**config.mk**
```make
export PLATFORM = sky130hd
export DESIGN_NAME = tcpf_remote_end_flat
export DESIGN_NICKNAME = d
export VERILOG_FILES = /design/src/hdl/tcpf_pkg.sv /design/src/hdl/tcpf_link_if.sv /design/src/hdl/tcpf_remote_end.sv /design/src/flat_wrapper.sv
export SDC_FILE = /design/constraint.sdc
export NUM_CORES = 1
export LEC_CHECK = 0
export BUFFER_PORTS_ARGS = -buffer_cell sky130_fd_sc_hd__buf_4
export CORE_MARGIN = 2
export CORE_UTILIZATION = 60
export DETAILED_ROUTE_END_ITERATION = 10
export PLACE_DENSITY_LB_ADDON = 0.2
export SLEW_MARGIN = 10
export SYNTH_ARGS = -nofsm -noshare
export SYNTH_HDL_FRONTEND = slang
export SYNTH_SLANG_ARGS = --single-unit
```
**constraint.sdc**
```tcl
create_clock -name CLK -period 7.7 [get_ports CLK]
set_input_delay 1.155 -clock CLK [delete_from_list [all_inputs] [get_ports CLK]]
set_output_delay 1.155 -clock CLK [all_outputs]
set_load 0.02 [all_outputs]
```
**src/hdl/tcpf_pkg.sv**
```systemverilog
/*
 tunnel control packet framer: shared lengths, codes, crc and checksum helpers.
 assumes both ends run on one 50 MHz clock.
*/
package tcpf_pkg;
	// ----------------------------------------
	// layer lengths in bytes, then widths and sizes
	// ----------------------------------------
	localparam int ETH_LEN = 14;
	localparam int VLAN_LEN = 4;
	localparam int IP_LEN = 20;
	localparam int UDP_LEN = 8;
	localparam int CTL_LEN = 12;
	localparam int CRC_LEN = 4;
	localparam int AVP_MIN = 6;
	localparam int HDR_MAX = 58;
	localparam int LEN_W = 11;
	localparam int MTU_DEFAULT = 1500;
	localparam int ADDR_SLOTS = 4;
	localparam int FIFO_DEPTH = 2;
	// ----------------------------------------
	// field codes and reset values
	// ----------------------------------------
	localparam logic [15:0] ETYPE_VLAN = 16'h8100;
	localparam logic [15:0] ETYPE_IP = 16'h0800;
	localparam logic [15:0] IP_FLAGS_NO_SPLIT = 16'h4000;
	localparam logic [15:0] CTL_FLAGS_VER = 16'hc803;
	localparam logic [7:0] IP_VER_IHL = 8'h45;
	localparam logic [7:0] IP_PROTO_UDP = 8'h11;
	localparam logic [7:0] IP_TTL = 8'h40;
	localparam logic [31:0] CRC_INIT = 32'hffffffff;
	localparam logic [31:0] CRC_POLY = 32'hedb88320;
	localparam logic [31:0] CRC_RESIDUE = 32'hdebb20e3;
	localparam int GROUP_BIT = 40;

	typedef enum logic [2:0] {CAUSE_NONE, CAUSE_GROUP, CAUSE_HDR, CAUSE_FRAG, CAUSE_CSUM, CAUSE_AVP, CAUSE_CRC,
		CAUSE_ADDR} tcpf_cause_t;

	// ----------------------------------------
	// helpers
	// ----------------------------------------
	function automatic logic [31:0] crc32_byte(input logic [31:0] c, input logic [7:0] d);
		logic [31:0] x;
		x = c ^ {24'h000000, d};
		for (int i = 0; i < 8; i++) begin
			x = x[0] ? ((x >> 1) ^ CRC_POLY) : (x >> 1);
		end
		return x;
	endfunction

	function automatic logic [15:0] csum_fold(input logic [31:0] s);
		logic [31:0] t;
		t = {16'h0000, s[15:0]} + {16'h0000, s[31:16]};
		t = {16'h0000, t[15:0]} + {16'h0000, t[31:16]};
		return t[15:0];
	endfunction
endpackage

```
**src/hdl/tcpf_link_if.sv**
```systemverilog
/*
 byte stream link from the headend core end to the remote node end.
 assumes both ends share one clock; last marks the final crc byte.
*/
`timescale 1ns/1ns
interface tcpf_link_if;
	logic [7:0] data;
	logic valid;
	logic last;
	logic ready;
	modport core_end (output data, output valid, output last, input ready);
	modport remote_end (input data, input valid, input last, output ready);
endinterface

```
**src/hdl/tcpf_remote_end.sv**
```systemverilog
/*
 remote node end: parses and checks tunnel control packets from the link.
 assumes a frame ends with last on its final crc byte; avp bytes are streamed
 before the verdict, so the user must wait for ACCEPT or DROP.
*/
`timescale 1ns/1ns
module tcpf_remote_end #(
	parameter int SLOTS = tcpf_pkg::ADDR_SLOTS
) (
	input wire logic CLK,
	input wire logic RESET_N,
	tcpf_link_if.remote_end LINK,
	input wire logic [31:0] MY_IP,
	input wire logic MUTUAL_AUTH,
	input wire logic SA_READY,
	input wire logic AVP_READY,
	output logic [7:0] AVP_DATA,
	output logic AVP_VALID,
	output logic ACCEPT,
	output logic DROP,
	output tcpf_pkg::tcpf_cause_t DROP_CAUSE,
	output logic [31:0] CONN_ID,
	output logic [15:0] NS,
	output logic [15:0] NR,
	output logic [31:0] PEER_IP,
	output logic [47:0] PEER_MAC,
	output logic VLAN_SEEN,
	output logic [2:0] USER_PRIO,
	output logic [7:0] AVP_RECORDS
);
	generate
		if (SLOTS < 4 || SLOTS > 16) begin : g_bad_param
			$error("tcpf_remote_end: SLOTS must be 4..16");
		end
	endgenerate

	// ----------------------------------------
	// parser state
	// ----------------------------------------
	logic [10:0] pos, next_pos, r, base, avp_end;
	logic [23:0] sh, next_sh;
	logic [15:0] w;
	logic vlan, next_vlan;
	logic [15:0] clen, next_clen;
	logic [31:0] sum, next_sum, crc, next_crc, src_ip, next_src_ip, dst_ip, next_dst_ip;
	logic [9:0] rec_left, next_rec_left, rec_len;
	logic rec_ph, next_rec_ph;
	tcpf_pkg::tcpf_cause_t cause, next_cause, verdict;
	logic [31:0] slot_ip [SLOTS];
	logic [SLOTS-1:0] slot_used, next_slot_used, match;
	logic [31:0] next_slot_ip [SLOTS];
	logic take, fin, avp_byte;
	logic [31:0] n_conn, n_peer_ip;
	logic [15:0] n_ns, n_nr;
	logic [47:0] n_mac;
	logic [2:0] n_prio;
	logic [7:0] n_recs;
	logic n_vseen, n_accept, n_drop, n_avp_valid;
	logic [7:0] n_avp_data;

	assign LINK.ready = !AVP_VALID || AVP_READY;
	assign take = LINK.valid && LINK.ready;

	genvar gi;
	generate
		for (gi = 0; gi < SLOTS; gi++) begin : g_slot
			assign match[gi] = slot_used[gi] && (slot_ip[gi] == src_ip);
		end
	endgenerate

	always_comb begin
		next_pos = pos;
		next_sh = sh;
		next_vlan = vlan;
		next_clen = clen;
		next_sum = sum;
		next_crc = crc;
		next_src_ip = src_ip;
		next_dst_ip = dst_ip;
		next_rec_left = rec_left;
		next_rec_ph = rec_ph;
		next_cause = cause;
		next_slot_used = slot_used;
		next_slot_ip = slot_ip;
		n_conn = CONN_ID;
		n_ns = NS;
		n_nr = NR;
		n_mac = PEER_MAC;
		n_prio = USER_PRIO;
		n_vseen = VLAN_SEEN;
		n_recs = AVP_RECORDS;
		n_peer_ip = PEER_IP;
		n_accept = 1'b0;
		n_drop = 1'b0;
		n_avp_valid = AVP_VALID && !AVP_READY;
		n_avp_data = AVP_DATA;
		verdict = cause;
		base = vlan ? 11'(tcpf_pkg::ETH_LEN + tcpf_pkg::VLAN_LEN) : 11'(tcpf_pkg::ETH_LEN);
		r = pos - base;
		avp_end = base + 11'(tcpf_pkg::IP_LEN + tcpf_pkg::UDP_LEN + tcpf_pkg::CTL_LEN - tcpf_pkg::CTL_LEN) + clen[10:0];
		w = {sh[7:0], LINK.data};
		rec_len = {sh[1:0], LINK.data};
		fin = take && LINK.last;
		avp_byte = 1'b0;
		if (take) begin
			next_sh = {sh[15:0], LINK.data};
			next_pos = pos + 11'h001;
			next_crc = tcpf_pkg::crc32_byte(crc, LINK.data);
			if (pos == 11'h000 && LINK.data[0]) begin
				next_cause = tcpf_pkg::CAUSE_GROUP;
			end
			if (pos == 11'h00d) begin
				next_vlan = (w == tcpf_pkg::ETYPE_VLAN);
				if (w != tcpf_pkg::ETYPE_VLAN && w != tcpf_pkg::ETYPE_IP) begin
					next_cause = tcpf_pkg::CAUSE_HDR;
				end
			end
			if (vlan && pos == 11'h00f) begin
				n_prio = w[15:13];
			end
			if (vlan && pos == 11'h011 && w != tcpf_pkg::ETYPE_IP) begin
				next_cause = tcpf_pkg::CAUSE_HDR;
			end
			if (pos >= base && r < 11'(tcpf_pkg::IP_LEN)) begin
				if (r[0]) begin
					next_sum = sum + {16'h0000, w};
				end
				if (r == 11'h000 && LINK.data != tcpf_pkg::IP_VER_IHL) begin
					next_cause = tcpf_pkg::CAUSE_HDR;
				end
				// more-fragments or nonzero offset: no reassembly, drop as unsupported
				if (r == 11'h007 && w[13:0] != 14'h0000) begin
					next_cause = tcpf_pkg::CAUSE_FRAG;
				end
				if (r == 11'h009 && LINK.data != tcpf_pkg::IP_PROTO_UDP) begin
					next_cause = tcpf_pkg::CAUSE_HDR;
				end
				if (r == 11'h00f) begin
					next_src_ip = {sh, LINK.data};
				end
				if (r == 11'h013) begin
					next_dst_ip = {sh, LINK.data};
				end
			end
			if (pos >= base && r == 11'h01f) begin
				next_clen = w;
			end
			if (pos >= base && r == 11'h023) begin
				n_conn = {sh, LINK.data};
			end
			if (pos >= base && r == 11'h025) begin
				n_ns = w;
			end
			if (pos >= base && r == 11'h027) begin
				n_nr = w;
				n_recs = 8'h00;
			end
			if (pos >= base && r >= 11'h028 && pos < avp_end) begin
				avp_byte = 1'b1;
				n_avp_valid = 1'b1;
				n_avp_data = LINK.data;
				if (rec_ph) begin
					next_rec_ph = 1'b0;
					next_rec_left = rec_len - 10'h002;
					n_recs = AVP_RECORDS + 8'h01;
					if (rec_len < 10'(tcpf_pkg::AVP_MIN)) begin
						next_cause = tcpf_pkg::CAUSE_AVP;
					end
				end else if (rec_left == 10'h000) begin
					next_rec_ph = 1'b1;
				end else begin
					next_rec_left = rec_left - 10'h001;
				end
			end
		end
		if (fin) begin
			if (verdict == tcpf_pkg::CAUSE_NONE) begin
				if (pos + 11'h001 != avp_end + 11'(tcpf_pkg::CRC_LEN) || next_rec_left != 10'h000 || next_rec_ph
					|| clen < 16'(tcpf_pkg::CTL_LEN)) begin
					verdict = tcpf_pkg::CAUSE_AVP;
				end else if (next_crc != tcpf_pkg::CRC_RESIDUE) begin
					verdict = tcpf_pkg::CAUSE_CRC;
				end else if (tcpf_pkg::csum_fold(sum) != 16'hffff) begin
					verdict = tcpf_pkg::CAUSE_CSUM;
				end else if (dst_ip != MY_IP || (MUTUAL_AUTH && !SA_READY)) begin
					verdict = tcpf_pkg::CAUSE_ADDR;
				end else if (match == '0 && (&slot_used)) begin
					verdict = tcpf_pkg::CAUSE_ADDR;
				end
			end
			// a new core endpoint address takes the lowest free slot
			if (verdict == tcpf_pkg::CAUSE_NONE && match == '0) begin
				for (int i = SLOTS - 1; i >= 0; i--) begin
					if (!slot_used[i]) begin
						next_slot_used = slot_used | (SLOTS'(1) << i);
					end
				end
				for (int i = 0; i < SLOTS; i++) begin
					if (next_slot_used[i] && !slot_used[i]) begin
						next_slot_ip[i] = src_ip;
					end
				end
			end
			n_accept = (verdict == tcpf_pkg::CAUSE_NONE);
			n_drop = !n_accept;
			n_mac = n_accept ? PEER_MAC : PEER_MAC;
			n_peer_ip = n_accept ? src_ip : PEER_IP;
			n_vseen = vlan;
			next_pos = 11'h000;
			next_vlan = 1'b0;
			next_clen = 16'h0000;
			next_sum = 32'h00000000;
			next_crc = tcpf_pkg::CRC_INIT;
			next_rec_left = 10'h000;
			next_rec_ph = 1'b0;
			next_cause = tcpf_pkg::CAUSE_NONE;
		end else if (take && pos >= 11'h006 && pos < 11'h00c) begin
			n_mac = {PEER_MAC[39:0], LINK.data};
		end
	end

	always_ff @(posedge CLK or negedge RESET_N) begin
		if (!RESET_N) begin
			pos <= 11'h000;
			sh <= 24'h000000;
			vlan <= 1'b0;
			clen <= 16'h0000;
			sum <= 32'h00000000;
			crc <= tcpf_pkg::CRC_INIT;
			src_ip <= 32'h00000000;
			dst_ip <= 32'h00000000;
			rec_left <= 10'h000;
			rec_ph <= 1'b0;
			cause <= tcpf_pkg::CAUSE_NONE;
			slot_used <= '0;
			for (int i = 0; i < SLOTS; i++) begin
				slot_ip[i] <= 32'h00000000;
			end
			AVP_DATA <= 8'h00;
			AVP_VALID <= 1'b0;
			ACCEPT <= 1'b0;
			DROP <= 1'b0;
			DROP_CAUSE <= tcpf_pkg::CAUSE_NONE;
			CONN_ID <= 32'h00000000;
			NS <= 16'h0000;
			NR <= 16'h0000;
			PEER_IP <= 32'h00000000;
			PEER_MAC <= 48'h000000000000;
			VLAN_SEEN <= 1'b0;
			USER_PRIO <= 3'h0;
			AVP_RECORDS <= 8'h00;
		end else begin
			pos <= next_pos;
			sh <= next_sh;
			vlan <= next_vlan;
			clen <= next_clen;
			sum <= next_sum;
			crc <= next_crc;
			src_ip <= next_src_ip;
			dst_ip <= next_dst_ip;
			rec_left <= next_rec_left;
			rec_ph <= next_rec_ph;
			cause <= next_cause;
			slot_used <= next_slot_used;
			slot_ip <= next_slot_ip;
			AVP_DATA <= n_avp_data;
			AVP_VALID <= n_avp_valid;
			ACCEPT <= n_accept;
			DROP <= n_drop;
			DROP_CAUSE <= fin ? verdict : DROP_CAUSE;
			CONN_ID <= n_conn;
			NS <= n_ns;
			NR <= n_nr;
			PEER_IP <= n_peer_ip;
			PEER_MAC <= n_mac;
			VLAN_SEEN <= n_vseen;
			USER_PRIO <= n_prio;
			AVP_RECORDS <= n_recs;
		end
	end
endmodule

```
**src/flat_wrapper.sv**
```systemverilog
// flat-port wrapper written by rule: the top's interface ports become plain ports
module tcpf_remote_end_flat 
#(
	parameter int SLOTS = tcpf_pkg::ADDR_SLOTS
)
  (CLK, RESET_N, MY_IP, MUTUAL_AUTH, SA_READY, AVP_READY, AVP_DATA, AVP_VALID, ACCEPT, DROP, DROP_CAUSE, CONN_ID, NS, NR, PEER_IP, PEER_MAC, VLAN_SEEN, USER_PRIO, AVP_RECORDS, LINK_data, LINK_valid, LINK_last, LINK_ready);
  tcpf_link_if LINK_i ();
  input wire logic CLK;
  input wire logic RESET_N;
  input wire logic [31:0] MY_IP;
  input wire logic MUTUAL_AUTH;
  input wire logic SA_READY;
  input wire logic AVP_READY;
  output logic [7:0] AVP_DATA;
  output logic AVP_VALID;
  output logic ACCEPT;
  output logic DROP;
  output tcpf_pkg::tcpf_cause_t DROP_CAUSE;
  output logic [31:0] CONN_ID;
  output logic [15:0] NS;
  output logic [15:0] NR;
  output logic [31:0] PEER_IP;
  output logic [47:0] PEER_MAC;
  output logic VLAN_SEEN;
  output logic [2:0] USER_PRIO;
  output logic [7:0] AVP_RECORDS;
  input wire logic [$bits(LINK_i.data)-1:0] LINK_data;
  input wire logic [$bits(LINK_i.valid)-1:0] LINK_valid;
  input wire logic [$bits(LINK_i.last)-1:0] LINK_last;
  output wire logic [$bits(LINK_i.ready)-1:0] LINK_ready;
  assign LINK_i.data = LINK_data;
  assign LINK_i.valid = LINK_valid;
  assign LINK_i.last = LINK_last;
  assign LINK_ready = LINK_i.ready;
  tcpf_remote_end #(.SLOTS(SLOTS)) u_core (.CLK(CLK), .RESET_N(RESET_N), .LINK(LINK_i), .MY_IP(MY_IP), .MUTUAL_AUTH(MUTUAL_AUTH), .SA_READY(SA_READY), .AVP_READY(AVP_READY), .AVP_DATA(AVP_DATA), .AVP_VALID(AVP_VALID), .ACCEPT(ACCEPT), .DROP(DROP), .DROP_CAUSE(DROP_CAUSE), .CONN_ID(CONN_ID), .NS(NS), .NR(NR), .PEER_IP(PEER_IP), .PEER_MAC(PEER_MAC), .VLAN_SEEN(VLAN_SEEN), .USER_PRIO(USER_PRIO), .AVP_RECORDS(AVP_RECORDS));
endmodule
```
Word-level counts from Yosys, hierarchy flattened
Cells that the tools add are included.
{"block": "totals", "output_inout_bits": 171, "word_cells": 222, "reg_bits": 496}
{"block": "classes", "mux": 65, "n_eq_ne": 24, "add_sub_neg": 11, "n_bitwise": 10, "reduce_logical": 75, "n_lt_le_gt_ge": 8}
{"operator": "$mux W32", "n": 14}
{"operator": "$eq A32 B32 Y1", "n": 4}
{"operator": "$not A13 Y14", "n": 8}
{"operator": "$mux W3", "n": 20}
{"operator": "$mux W10", "n": 5}
{"operator": "$mux W16", "n": 3}
{"operator": "$eq A11 B4 Y1 const B", "n": 4}
{"operator": "$eq A11 B5 Y1 const B", "n": 3}
{"operator": "$eq A11 B6 Y1 const B", "n": 3}
{"operator": "$add A32 B16 Y32", "n": 1}
{"operator": "$ne A16 B16 Y1 const B", "n": 2}
{"operator": "$ne A32 B32 Y1", "n": 1}
{"operator": "$ne A32 B32 Y1 const B", "n": 1}
{"operator": "$xor A32 B8 Y32", "n": 1}
{"operator": "$logic_and A1 B1 Y1", "n": 31}
{"operator": "$mux W8", "n": 3}
{"operator": "$logic_not A11 Y1", "n": 2}
{"operator": "$mux W11", "n": 2}
{"operator": "$reduce_and A3 Y1", "n": 7}
{"operator": "$mux W4", "n": 5}
{"operator": "$reduce_and A2 Y1", "n": 10}
{"operator": "$add A16 B16 Y17", "n": 1}
{"operator": "$add A16 B16 Y16", "n": 1}
{"operator": "$eq A16 B16 Y1 const B", "n": 1}
{"operator": "other kinds (33)", "n": 60}

Longest topological paths before layout
{"block": "depth", "depth_word": 29, "depth_mapped": 24, "depth_no_buf": 22}

Least setup slack after synthesis
OpenSTA, ideal clock, no wires.
{"block": "synth_path", "kind": "register to register", "start": "reg u_core.vlan", "end": "reg u_core.slot_ip[100] (netlist name)", "arrival_time_ps": 5261, "stages_incl_launch_ff": 21, "synth_period_minus_slack_ps": 5386, "slack_ps": 2314, "setup_ps": 125, "path_buffers": 3, "path_cell_list": "dfrtp_1 ha_1 inv_1 ha_1 fa_1 a211oi_1 nor3_1 xnor2_1 ha_1 and4_1 o21ai_0 o221ai_1 a311oi_2 buf_2 a21oi_1 a2111oi_2 nand4b_2 or4_1 buf_2 buf_6 mux2_4"}
{"block": "synth_between", "elab_chain_cells": 17, "elab_cells_between_ends": 25, "classes_between": "4 x add/sub; 3 x order compare; 1 x eq/ne; 8 x mux; 9 x reduce/logical"}
{"item": "start, declared", "line_no": "tcpf_remote_end.sv:43", "source": "logic vlan, next_vlan;"}
{"item": "start signal, assigned", "line_no": "tcpf_remote_end.sv:255", "source": "vlan <= next_vlan;"}
{"item": "$mux W5 *", "line_no": "tcpf_remote_end.sv:98", "source": "base = vlan ? 11'(tcpf_pkg::ETH_LEN + tcpf_pkg::VLAN_LEN) : 11'(tcpf_pkg::ETH_LEN);"}
{"item": "$add A11 B5 Y11 / $sub A11 B11 Y11 (equally long branches)", "line_no": "tcpf_remote_end.sv:100, tcpf_remote_end.sv:99"}
{"item": "$add A11 B11 Y11 / $ge A11 B6 Y1 (equally long branches)", "line_no": "tcpf_remote_end.sv:100, tcpf_remote_end.sv:158"}
{"item": "$lt A11 B11 Y1 / $logic_and A1 B1 Y1 (equally long branches)", "line_no": "tcpf_remote_end.sv:158", "source": "if (pos >= base && r >= 11'h028 && pos < avp_end) begin"}
{"item": "$logic_and A1 B1 Y1", "line_no": "tcpf_remote_end.sv:158"}
{"item": "$mux W10", "line_no": "tcpf_remote_end.sv:158"}
{"item": "$mux W10", "line_no": "tcpf_remote_end.sv:105", "source": "if (take) begin"}
{"item": "$reduce_bool A10 Y1", "line_no": "tcpf_remote_end.sv:178", "source": "if (pos + 11'h001 != avp_end + 11'(tcpf_pkg::CRC_LEN) || next_rec_left != 10'h000 || next_rec_ph"}
{"item": "$logic_or A1 B1 Y1", "line_no": "tcpf_remote_end.sv:178"}
{"item": "$logic_or A1 B1 Y1 *", "line_no": "tcpf_remote_end.sv:178"}
{"item": "$logic_or A1 B1 Y1 *", "line_no": "tcpf_remote_end.sv:179", "source": "|| clen < 16'(tcpf_pkg::CTL_LEN)) begin"}
{"item": "$mux W3 *", "line_no": "tcpf_remote_end.sv:178"}
{"item": "$mux W3 *", "line_no": "tcpf_remote_end.sv:177", "source": "if (verdict == tcpf_pkg::CAUSE_NONE) begin"}
{"item": "$mux W3 *", "line_no": "tcpf_remote_end.sv:176", "source": "if (fin) begin"}
{"item": "$logic_not A3 Y1 *", "line_no": "tcpf_remote_end.sv:192", "source": "if (verdict == tcpf_pkg::CAUSE_NONE && match == '0) begin"}
{"item": "$logic_and A1 B1 Y1 *", "line_no": "tcpf_remote_end.sv:192"}
{"item": "$reduce_and A3 Y1 (no source line) *"}
{"item": "end signal, assigned", "line_no": "tcpf_remote_end.sv:265", "source": "slot_ip <= next_slot_ip;"}
{"item": "end, declared", "line_no": "tcpf_remote_end.sv:49", "source": "logic [31:0] slot_ip [SLOTS];"}
Mark *: on every way between the ends. The rest lies on a longest branch, timed or not. The select of a mux whose other input is x is not followed.
A chain may end at the register's enable or synchronous reset.

Worst setup path in the final report
{"block": "layout_path", "start": "reg u_core.sum[16]", "end": "reg u_core.slot_ip[107] (netlist name)"}
{"block": "layout_between", "elab_chain_cells": 11}
{"item": "start, declared", "line_no": "tcpf_remote_end.sv:45", "source": "logic [31:0] sum, next_sum, crc, next_crc, src_ip, next_src_ip, dst_ip, next_dst_ip;"}
{"item": "start signal, assigned", "line_no": "tcpf_remote_end.sv:257", "source": "sum <= next_sum;"}
{"item": "$add A16 B16 Y17", "line_no": "tcpf_pkg.sv:53", "source": "t = {16'h0000, s[15:0]} + {16'h0000, s[31:16]};"}
{"item": "$add A16 B16 Y16", "line_no": "tcpf_pkg.sv:54", "source": "t = {16'h0000, t[15:0]} + {16'h0000, t[31:16]};"}
{"item": "$ne A16 B16 Y1", "line_no": "tcpf_remote_end.sv:183", "source": "end else if (tcpf_pkg::csum_fold(sum) != 16'hffff) begin"}
{"item": "$mux W3", "line_no": "tcpf_remote_end.sv:183"}
{"item": "$mux W3", "line_no": "tcpf_remote_end.sv:181", "source": "end else if (next_crc != tcpf_pkg::CRC_RESIDUE) begin"}
{"item": "$mux W3", "line_no": "tcpf_remote_end.sv:178"}
{"item": "$mux W3", "line_no": "tcpf_remote_end.sv:177"}
{"item": "$mux W3", "line_no": "tcpf_remote_end.sv:176"}
{"item": "$logic_not A3 Y1", "line_no": "tcpf_remote_end.sv:192"}
{"item": "$logic_and A1 B1 Y1", "line_no": "tcpf_remote_end.sv:192"}
{"item": "$reduce_and A3 Y1 (no source line)"}
No other way between the ends. The select of a mux whose other input is x is not followed.

==> impl_metrics.yaml <==
timing:
  skew_ns: 0.03255
  slew_viol_final: 0
  setup_viol_count_final: 0
  fmax_mhz: 143.9
  setup_ws_ns: 0.7524
  tns_ns: 0
  whs_ns: 0.4856
  tightest_slew_ns: 1.214
  hold_violations: 0
  rsz0062_at_grt: "false"
  timing.final.crit_share_pct: 90.23
  maxSlewHeadroom_pct: 18.87
  period_needed_ns: 6.948
clock_network:
  htree_num_levels: 2
  clock-sinks: 496
  cts_tree: "built"
  path_clk_slew_ns: 0.06
  cts_resized: 0
  cts_buffers: 51
  postCtsSetupRepairBufs: 0
  clock_path_buffers: 3
  cts_root_buf: "clkbuf_16"
  hold_buffers: 0
  worstSkewPairLatency_ns: 0.61
place:
  dpl_worst_slack_ns: 0.8835
  place_congestion: 0.9188
  dpl.hpwl_um: 48910
  io_buffer_count: 217
  place_inst: 3035
layout:
  mostFrequentLayoutCell: "dfrtp_1"
  layout.cells.non_filler: 3126
  most-common-layout-cells: "dfrtp_1, mux2_2, buf_4"
  nNetsFinal: 2618
  area_delta_synth_final_pct: 14.17
  drive_above_1_share_pct: 28.78
  finish.utilization_pct: 69.52
synthesis:
  synth-seq-area-share_pct: 47.37
  synth_edf_count: 0
  synth_cells: 2344
  yosysWarnings: 0
  netlist_area_um2: 26290
  yosysUniqueCellTypes: 94
  ys_async_sr_fraction_pct: 100.0
  synth_top_flop_cell: "dfrtp_1"
  avgSynthCellArea_um2: 11.22
  ys_ff_latch: 496
  syn-num-nets: 2459
critical_path:
  reg2reg_from: "u_core.sum[16]"
  cp-end-kind: "register"
  worst-path-buf-inv: 0
  critPathMaxStageDelay_ns: 1.14
  regToRegSetupSlack_ns: 0.75
  worstSetupPathType: "register to register"
  worstPathRequired_ns: 8.17
  crit_chain: "ha_1 > fa_1 > a21o_1 > a221oi_1 > o2bb2ai_1 > nor2_1 > nor2_1 > o21a_1 > o21ai_0 > nand2b_1 > ha_1 > ha_1 > a21oi_1 > nor2_1 > or3b_2 > o311ai_0 > nand4b_1 > a211oi_1 > nand4_2 > or4_2 > mux2_4"
  cp-startpoint: "u_core.sum[16]"
  crit_path_start_kind: "register"
  path_max_fanout: 32
  slowest_stage: "or4_2"
  cp.arrival_ns: 7.42
  critPathTopFamily: "simple AND/OR/NAND/NOR gates"
  reg2reg_depth: 21
  r2r-end: "u_core.slot_ip[107]"
floorplanning:
  die_area_um2: 45510
  core-area_um2: 43170
  rows: 76
  start_util_pct: 60.89
  io_pins: 218
  die_h_um: 213.3
  die_w_um: 213.3
global_routing:
  grt_max_degree: 159
  antenna_found_initial: 3
  grt_use_total_pct: 31.61
  grt-ovfl-total: 0
  grt_pass1_wl_um: 109900
  grt_pass1_vias: 19270
drt:
  wl_per_cell_um: 22.76
  routed_wl_um: 71130
  drc: 0
  num_vias: 19170
  ant_nets: 0
  dr.pass1.iters: 6
  drtIter0Drc: 1759
  drt-vias-per-instance: 6.133
worst_hold_path:
  min_path_type: "register to register"
  min-delay-start: "u_core.CONN_ID[11]"
  hold-path-endpoint: "u_core.CONN_ID[11]"
  hold_depth: 2
run_status:
  status: "finished clean"
power_and_ir_drop:
  p_per_area_nw_per_um2: 227.7
  vdd_ir_drop_max_uv: 229.6
  cellLeakagePower_uw: 0.01521
run:
  drv_cap: 0
metrics by stage:
stage | total power, uW | area (um^2)
after global routing | 7124 | 30010
after global placement | 4407 | 28370
final | 6833 | 30010
after floorplan | 4016 | 26290
after CTS | 6860 | 30010
after detailed placement | 4441 | 28370
cell usage after synthesis (28+ instances only):
| cell | count | area share, % |
|---|---|---|
| nand2_1 | 195 | 2.8 |
| xor2_1 | 152 | 5.1 |
| nor3_1 | 44 | 0.84 |
| dfrtp_1 | 464 | 44 |
| clkbuf_1 | 96 | 1.4 |
| nand3_1 | 47 | 0.89 |
| nand4_1 | 35 | 0.83 |
| o21ai_0 | 87 | 1.7 |
| nor2_1 | 123 | 1.8 |
| inv_1 | 46 | 0.66 |
| nor4_1 | 43 | 1.0 |
| mux2_4 | 28 | 1.6 |
| xnor2_1 | 128 | 4.3 |
| mux2_2 | 298 | 13 |
| dfstp_2 | 32 | 3.2 |
| a21oi_1 | 68 | 1.3 |
| ha_1 | 64 | 3.0 |
kinds of logic after synthesis:
group | Yosys count | share of synthesized area [%]
multiplexers | 354 | 15.47
buffers and inverters | 187 | 2.894
flip-flops | 496 | 47.37
XOR/XNOR | 297 | 10.83
AO/OA/AOI/OAI | 310 | 7.820
AND/OR/NAND/NOR | 632 | 12.27
adder cells (fa/ha/maj) | 68 | 3.351
routing by layer:
layer / vias up / wire length [um] / GRT usage (%)
met5: - / 27 / 0
met3: 176 / 5690 / 7.119
li1: 8632 / - / -
met2: 769 / 32520 / 49.54
met1: 9590 / 30000 / 42.78
met4: 4 / 2893 / 12.95
worst min-delay path: stages (launching register included):
cell     delay, ns
dfrtp_1       0.34
nand2_1       0.05
o21ai_0       0.06
where the power goes:
group | switching, uW | internal [uW] | total, uW
Clock | 1050 | 1370 | 2420
Sequential | 154 | 2790 | 2940
Combinational | 818 | 659 | 1480
Total | 2020 | 4810 | 6830
registers in the layout, indices dropped and copies added (netlist names), 10 cells and up:
name	count
u_core.PEER_IP	32
u_core.CONN_ID	32
u_core.slot_ip	128
u_core.crc	32
u_core.sum	32
u_core.src_ip	32
u_core.pos	11
u_core.dst_ip	32
u_core.rec_left	10
u_core.sh	24
u_core.NR	16
u_core.clen	16
u_core.PEER_MAC	48
u_core.NS	16
area by class of cell:
cell class	count	area [um^2]
Tap cell	585	732.0
Inverter	46	172.7
Clock buffer	66	1413
Timing Repair Buffer	247	1887
Antenna cell	1	2.502
Sequential cell	496	12450
Fill cell	3179	13160
Multi-Input combinational cell	1661	13130
Clock inverter	24	224.0
how the worst max path moves through the flow:
stage | end | depth (start not counted)
finish | u_core.slot_ip[107] | 21
global route | u_core.slot_ip[98] | 20
CTS | u_core.slot_ip[98] | 21
detailed placement | u_core.slot_ip[119] | 21
global placement | u_core.slot_ip[121] | 20
floorplan | u_core.slot_ip[100] | 20
No activity file was read; power rests on OpenSTA's default activity.
